### src/pkg/cswps_pkg.sv
package cswps_pkg;
    // register addresses on the special function bus
    localparam logic [7:0] CSWPS_ADDR_AUX = 8'ha3;
    localparam logic [7:0] CSWPS_ADDR_STAT = 8'hd0;
    // status word field positions
    localparam int CSWPS_CARRY_BIT = 7;
    localparam int CSWPS_HALF_BIT = 6;
    localparam int CSWPS_USER0_BIT = 5;
    localparam int CSWPS_BANK_HI_BIT = 4;
    localparam int CSWPS_BANK_LO_BIT = 3;
    localparam int CSWPS_WRAP_BIT = 2;
    localparam int CSWPS_USER1_BIT = 1;
    localparam int CSWPS_ODD_BIT = 0;
    // pointer select field position in the aux register
    localparam int CSWPS_PTR_SEL_BIT = 0;
    // bank base is bank number times eight registers
    localparam int CSWPS_BANK_SHIFT = 3;
    // reset values
    localparam logic [7:0] CSWPS_STAT_RST = 8'h00;
    localparam logic [7:0] CSWPS_AUX_RST = 8'h00;
    localparam logic [15:0] CSWPS_DP_RST = 16'h0000;
    localparam logic [7:0] CSWPS_RD_NONE = 8'h00;
endpackage

### src/cswps_top.sv
// The implementer's own choice: the strobed register port.
`timescale 1ns/1ps
`default_nettype none
module cswps_top
    import cswps_pkg::*;
(
    input wire logic CLK_SYS,
    input wire logic RST,
    // special function register port
    input wire logic [7:0] ADDR,
    input wire logic [7:0] WDATA,
    input wire logic WR,
    input wire logic RD,
    output logic [7:0] RDATA,
    // alu flag update, operands in add form
    input wire logic ALU_UPD,
    input wire logic [7:0] ALU_A,
    input wire logic [7:0] ALU_B,
    input wire logic ALU_CIN,
    // single-bit operation result into carry
    input wire logic BIT_WE,
    input wire logic BIT_VAL,
    // accumulator contents for parity
    input wire logic [7:0] ACC,
    // data pointer operations
    input wire logic DP_LOAD,
    input wire logic DP_INC,
    input wire logic [15:0] DP_WDATA,
    output logic [15:0] DP_VALUE,
    // flag and bank views for the core
    output logic CARRY,
    output logic PARITY,
    output logic [1:0] BANK_SEL,
    output logic [7:0] BANK_BASE
);
    // status word fields
    logic carry_flag;
    logic half_carry_flag;
    logic user_flag_zero;
    logic bank_sel_hi;
    logic bank_sel_lo;
    logic signed_wrap_flag;
    logic user_flag_one;
    // pointer select and the two pointers
    logic pointer_choice;
    logic [15:0] data_pointer_reg;
    logic [15:0] alt_data_pointer;
    // alu carry chain taps
    logic [7:0] sum_mid;
    logic [8:0] sum_all;
    logic carry_six;
    logic carry_sev;
    // parity of the live accumulator
    logic ones_odd_flag;
    // decoded writes
    logic wr_stat;
    logic wr_aux;
    logic [7:0] stat_view;
    logic [7:0] next_rdata;

    // carry taps: into bit seven and out of bit seven
    always_comb
    begin
        sum_mid = {1'b0, ALU_A[6:0]} + {1'b0, ALU_B[6:0]} + {7'h00, ALU_CIN};
        sum_all = {1'b0, ALU_A} + {1'b0, ALU_B} + {8'h00, ALU_CIN};
        carry_six = sum_mid[7];
        carry_sev = sum_all[8];
    end

    assign wr_stat = WR && (ADDR == CSWPS_ADDR_STAT);
    assign wr_aux = WR && (ADDR == CSWPS_ADDR_AUX);

    // carry: alu wins over bit op, bit op over software
    always_ff @(posedge CLK_SYS)
    begin
        if (RST)
        begin
            carry_flag <= CSWPS_STAT_RST[CSWPS_CARRY_BIT];
        end
        else if (ALU_UPD)
        begin
            carry_flag <= carry_sev;
        end
        else if (BIT_WE)
        begin
            carry_flag <= BIT_VAL;
        end
        else if (wr_stat)
        begin
            carry_flag <= WDATA[CSWPS_CARRY_BIT];
        end
    end

    // half carry and overflow follow every alu update
    always_ff @(posedge CLK_SYS)
    begin
        if (RST)
        begin
            half_carry_flag <= CSWPS_STAT_RST[CSWPS_HALF_BIT];
            signed_wrap_flag <= CSWPS_STAT_RST[CSWPS_WRAP_BIT];
        end
        // hardware update wins over a same-cycle software write
        else if (ALU_UPD)
        begin
            // the top nibble carries out where bit seven does, so after an
            // alu update this flag matches carry; status writes and bit ops split them
            // top nibble carry
            half_carry_flag <= carry_sev;
            signed_wrap_flag <= carry_six ^ carry_sev;
        end
        else if (wr_stat)
        begin
            half_carry_flag <= WDATA[CSWPS_HALF_BIT];
            signed_wrap_flag <= WDATA[CSWPS_WRAP_BIT];
        end
    end

    // user flags: software only, no hardware effect
    always_ff @(posedge CLK_SYS)
    begin
        if (RST)
        begin
            user_flag_zero <= CSWPS_STAT_RST[CSWPS_USER0_BIT];
            user_flag_one <= CSWPS_STAT_RST[CSWPS_USER1_BIT];
        end
        else if (wr_stat)
        begin
            user_flag_zero <= WDATA[CSWPS_USER0_BIT];
            user_flag_one <= WDATA[CSWPS_USER1_BIT];
        end
    end

    // bank select bits, software written
    always_ff @(posedge CLK_SYS)
    begin
        if (RST)
        begin
            bank_sel_hi <= CSWPS_STAT_RST[CSWPS_BANK_HI_BIT];
            bank_sel_lo <= CSWPS_STAT_RST[CSWPS_BANK_LO_BIT];
        end
        else if (wr_stat)
        begin
            bank_sel_hi <= WDATA[CSWPS_BANK_HI_BIT];
            bank_sel_lo <= WDATA[CSWPS_BANK_LO_BIT];
        end
    end

    assign BANK_SEL = {bank_sel_hi, bank_sel_lo};
    assign BANK_BASE = {3'b000, bank_sel_hi, bank_sel_lo, 3'b000};

    assign ones_odd_flag = ^ACC;
    assign PARITY = ones_odd_flag;
    assign CARRY = carry_flag;

    // pointer select; reserved aux bits are not stored
    always_ff @(posedge CLK_SYS)
    begin
        if (RST)
        begin
            pointer_choice <= CSWPS_AUX_RST[CSWPS_PTR_SEL_BIT];
        end
        else if (wr_aux)
        begin
            pointer_choice <= WDATA[CSWPS_PTR_SEL_BIT];
        end
    end

    // the two pointers; only the selected one moves
    always_ff @(posedge CLK_SYS)
    begin
        if (RST)
        begin
            data_pointer_reg <= CSWPS_DP_RST;
            alt_data_pointer <= CSWPS_DP_RST;
        end
        else if (!pointer_choice)
        begin
            if (DP_LOAD)
            begin
                data_pointer_reg <= DP_WDATA;
            end
            else if (DP_INC)
            begin
                data_pointer_reg <= data_pointer_reg + 16'h0001;
            end
        end
        else
        begin
            if (DP_LOAD)
            begin
                alt_data_pointer <= DP_WDATA;
            end
            else if (DP_INC)
            begin
                alt_data_pointer <= alt_data_pointer + 16'h0001;
            end
        end
    end

    assign DP_VALUE = pointer_choice ? alt_data_pointer : data_pointer_reg;

    // status word as software sees it
    always_comb
    begin
        stat_view = {carry_flag, half_carry_flag, user_flag_zero, bank_sel_hi,
            bank_sel_lo, signed_wrap_flag, user_flag_one, ones_odd_flag};
        next_rdata = CSWPS_RD_NONE;
        if (RD)
        begin
            case (ADDR)
                CSWPS_ADDR_STAT: next_rdata = stat_view;
                // reserved bits read as zero
                CSWPS_ADDR_AUX: next_rdata = {7'h00, pointer_choice};
                default: next_rdata = CSWPS_RD_NONE;
            endcase
        end
    end

    // read data stand one cycle after the strobe
    always_ff @(posedge CLK_SYS)
    begin
        if (RST)
        begin
            RDATA <= CSWPS_RD_NONE;
        end
        else
        begin
            RDATA <= next_rdata;
        end
    end
endmodule
`default_nettype wire

### config.mk
export PLATFORM = sky130hd
export DESIGN_NAME = cswps_top
export DESIGN_NICKNAME = d
export VERILOG_FILES = /design/src/pkg/cswps_pkg.sv /design/src/cswps_top.sv
export SDC_FILE = /design/constraint.sdc
export NUM_CORES = 1
export LEC_CHECK = 0
export ABC_AREA = 1
export BUFFER_PORTS_ARGS = -buffer_cell sky130_fd_sc_hd__buf_2
export CAP_MARGIN = 10
export CORE_ASPECT_RATIO = 1.75
export CORE_UTILIZATION = 55
export DETAILED_ROUTE_END_ITERATION = 6
export PLACE_DENSITY = 0.9
export SYNTH_ARGS = -nofsm -noshare
export SYNTH_HDL_FRONTEND = slang
export SYNTH_SLANG_ARGS = --single-unit
### constraint.sdc
create_clock -name CLK_SYS -period 3.64 [get_ports CLK_SYS]
set_input_delay 0.728 -clock CLK_SYS [delete_from_list [all_inputs] [get_ports CLK_SYS]]
set_output_delay 0.728 -clock CLK_SYS [all_outputs]
set_load 0.05 [all_outputs]
# After elaboration in Yosys (flattened, before gate mapping)
# Index checks and enable logic that the tools add are counted.
op_classes:
  mux: 13
  reduce_logical: 9
  n_eq_ne: 2
  add_sub_neg: 6
  bitwise_logic: 3
ops:
  columns: ["operator", "n"]
  rows:
  - ["16-bit two-way mux", 5]
  - ["16-bit by 1-bit adder with 16-bit output, second input constant", 2]
  - ["8-bit equality test, second input constant", 2]
  - ["8-bit one-hot mux with 2 select lines", 1]
  - ["8-bit by 8-bit adder with 9-bit output", 1]
  - ["9-bit by 1-bit adder with 9-bit output", 1]
  - ["7-bit by 7-bit adder with 8-bit output", 1]
  - ["8-bit by 1-bit adder with 8-bit output", 1]
  - ["8-bit parity", 1]
  - ["1-bit two-way mux", 7]
  - ["2-bit AND reduction", 2]
  - ["2-bit nonzero test", 2]
  - ["3-bit nonzero test", 1]
  - ["1-bit logical AND", 2]
  - ["1-bit inverter", 2]
  - ["2-bit OR reduction", 1]
  - ["1-bit bitwise XOR", 1]
totals:
  out_inout_bits: 36
  in_bits: 66
  word_cells: 44
  regBits: 48

# Longest topological paths before layout
logic_depth:
  depth_word: 5
  mapped_depth: 13
  depth_no_buf: 13

# Worst setup path after synthesis
# No wires, ideal clock.
synth_path:
  path_kind: "input to output"
  start: "in ACC[5]"
  end: "out PARITY"
  arrival_ns: 1.874
  n_path_buf: 0
  cell_stages: 3
  setup_slack_ns: 1.038
  cell_sequence: "xor2_1 xnor2_1 xnor2_1"
synth_via:
  elab_chain_len: 1
synth_rtl:
  columns: ["item", "line_no", "text"]
  rows:
  - ["from (decl)", "cswps_top.sv:24", "input wire logic [7:0] ACC,"]
  - ["8-bit parity", "cswps_top.sv:151", "assign ones_odd_flag = ^ACC;"]
  - ["to (decl)", "cswps_top.sv:32", "output logic PARITY,"]
# Every way passes these cells.

# Worst setup path in the final report
layout_path:
  start: "reg pointer_choice"
  end: "out DP_VALUE[12]"
layout_via:
  elab_chain_len: 1
layout_rtl:
  columns: ["item", "line_no", "text"]
  rows:
  - ["from (decl)", "cswps_top.sv:45", "logic pointer_choice;"]
  - ["from (signal assigned)", "cswps_top.sv:160", "pointer_choice <= CSWPS_AUX_RST[CSWPS_PTR_SEL_BIT];"]
  - ["from (signal assigned)", "cswps_top.sv:164", "pointer_choice <= WDATA[CSWPS_PTR_SEL_BIT];"]
  - ["16-bit two-way mux", "cswps_top.sv:200", "assign DP_VALUE = pointer_choice ? alt_data_pointer : data_pointer_reg;"]
  - ["to (decl)", "cswps_top.sv:29", "output logic [15:0] DP_VALUE,"]
# Every way passes these cells.

==> results.json <==
{
  "start_kind": "register",
  "tightest_slew_ns": 1.06,
  "cts_hold_buf": 0,
  "ys_seq_area_share_pct": 31.1,
  "cts_tree": "built",
  "dp_hpwl_um": 5940,
  "fin_util_pct": 68.6,
  "grtUsageTotal_pct": 27.2,
  "powerDensity_mw_per_mm2": 322,
  "syn_inst": 460,
  "clock_latency_ns": 0.31,
  "final.setup.tns_ns": 0,
  "cp_max_fo": 33,
  "outcome": "finished, final reports clean",
  "cts_sinks": 48,
  "yosys-top-cells-area": "dfxtp_1 (31%), nand2_1 (13%), o21ai_0 (9.2%)",
  "nets": 623,
  "overflow": 0,
  "synth.largest_area_cell": "dfxtp_1",
  "drive_above_1_share_pct": 25.2,
  "fmaxAchievable_mhz": 384,
  "synth.distinct_cells": 38,
  "dr.pass1.iters": 4,
  "hold_class": "reg2reg",
  "start_util_pct": 57.8,
  "cts_root_buffer": "clkbuf_8",
  "post-route-drc-count": 0,
  "ios": 102,
  "antenna_found_initial": 0,
  "cts_setup_buffers": 0,
  "grt_pass1_wl_um": 12500,
  "period_share_pct": 71.6,
  "nFillCells": 488,
  "fp.dieArea_mm2": 0.00593,
  "drv_slew": 0,
  "grt_max_degree": 34,
  "syn_avg_cell_area_um2": 6.71,
  "cts_buffers": 5,
  "clk_pin_slew_ns": 0.09,
  "rsz0062_at_grt": "no",
  "cp-end-kind": "output pin",
  "synth_top_area_share_pct": 31.1,
  "placementRows": 35,
  "detail-route-antenna-nets": 0,
  "clockBufferDepth": 2,
  "syn-cell-area_mm2": 0.00309,
  "slew_headroom_pct": 29.6,
  "gp_congestion": 0.861,
  "cp.arrival_ns": 1.88,
  "die_w_um": 58.6,
  "wirelength_um": 7780,
  "drt_first_iter_violations": 151,
  "final.min_clock_period_ns": 2.61,
  "async_flop_share_pct": 0,
  "htreeDepth": 2,
  "crit_type": "reg2out",
  "cap_violations": 0,
  "port_buffers": 95,
  "required_ns": 2.91,
  "num_vias": 3353,
  "setup_viol": 0,
  "ys_seq_elements": 48,
  "cts_resized": 0,
  "areaGrowthSynthToFinish_pct": 18.8,
  "wire_per_inst_um": 12.5,
  "die-height_um": 101,
  "finalHoldViolations": 0,
  "diodes": 0,
  "fin_skew_ns": 0.0137,
  "ir_worst_vdd_mv": 0.239,
  "first_global_vias": 3115,
  "synth_enable_flop_cells": 0,
  "power.leakage_nw": 1.68,
  "vias_per_cell": 5.39,
  "coreArea_mm2": 0.00534,
  "yosys_warnings": 0,
  "synth_ff_type": "dfxtp_1"
}
cells in the mapped netlist (3+ instances only):
library cell  number
nand2_1          106
a21oi_2            4
o21ai_0           57
nand3_2            3
o21ai_1            3
nand3_1           24
ha_1              10
nand2_2            6
a31oi_1           21
inv_2              8
buf_4             10
clkbuf_1          10
nor2_4             4
xnor2_1            7
a21oi_1           28
dfxtp_1           48
nor3_1            10
inv_1             46
buf_2              4
xor2_1             8
nor2_1            21
worst paths after layout:
path             startpoint                   to  slack (ns)  depth (start not counted)
max          pointer_choice         DP_VALUE[12]        1.03                          3
min           user_flag_one             RDATA[1]        0.45                          2
max reg2reg  pointer_choice  alt_data_pointer[7]        1.49                          5
min reg2reg   user_flag_one             RDATA[1]        0.45                          2
layout make-up:
class,instances,area [um2],area share [%]
Clock buffer,6,82.6,2.25
Clock inverter,2,13.8,0.375
Inverter,54,203,5.53
Multi-Input combinational cell,337,1790,48.9
Sequential cell,48,961,26.2
Tap cell,74,92.6,2.53
Timing Repair Buffer,101,520,14.2
layout by cell type (no fill, tap or decap), drive strengths merged, types with 2 or more instances in the layout:
master	instances
clkbuf	6
o21ai	60
nor2	26
o22ai	2
a31oi	21
nand2	113
inv	55
o211ai	2
a21oi	32
a221oi	2
dfxtp	48
ha	10
o21bai	2
xor2	8
conb	6
nand3	27
nor3	12
xnor2	7
buf	101
through the flow:
step / worst slack (ns) / power [mW] / hold slack, ns / instance area, um2 / instances
after global placement: 1.32 / 0.843 / 0.428 / 3570 / 614
after detailed placement: 1.26 / 0.851 / 0.438 / 3570 / 614
after floorplan: 1.04 / 0.770 / 0.424 / 3100 / 465
after CTS: 1.04 / 1.19 / 0.451 / 3670 / 622
final: 1.03 / 1.18 / 0.452 / 3670 / 622
after global routing: 0.856 / 1.24 / 0.478 / 3670 / 622
per-layer routing:
| metal | routed length, um | global-route usage [%] | part of all wire (%) | vias up |
|---|---|---|---|---|
| met5 | 0 | 0 | 0 | - |
| met4 | 312 | 16.1 | 4.0 | 0 |
| met3 | 437 | 3.85 | 5.6 | 30 |
| met2 | 4250 | 52.2 | 55 | 126 |
| met1 | 2780 | 26.3 | 36 | 1507 |
| li1 | - | - | - | 1690 |
cell families (layout without fill, tap and decap cells):
family                     after synthesis  in the layout  share of synthesized area [%]
DFF                                     48             48                           31.1
other                                    1              6                          0.122
and+or+nand+nor                        183            183                           27.0
AOI/OAI and AO/OA                      123            123                           22.1
adders and majority gates               10             10                           4.06
buffers and inverters                   80            163                           11.4
xor gates and xnor gates                15             15                           4.26
worst max-delay path: stages (launching register included):
cell and delay (ns):
dfxtp_1 1.03, nand2_1 0.10, o21ai_0 0.13, buf_2 0.31
power by group:
part	switching, mW	total (mW)	internal (mW)
combinational	0.192	0.283	0.0903
clock	0.185	0.340	0.156
sequential	0.0166	0.559	0.542
total	0.394	1.18	0.788
Power figures use the tool's default switching activity.
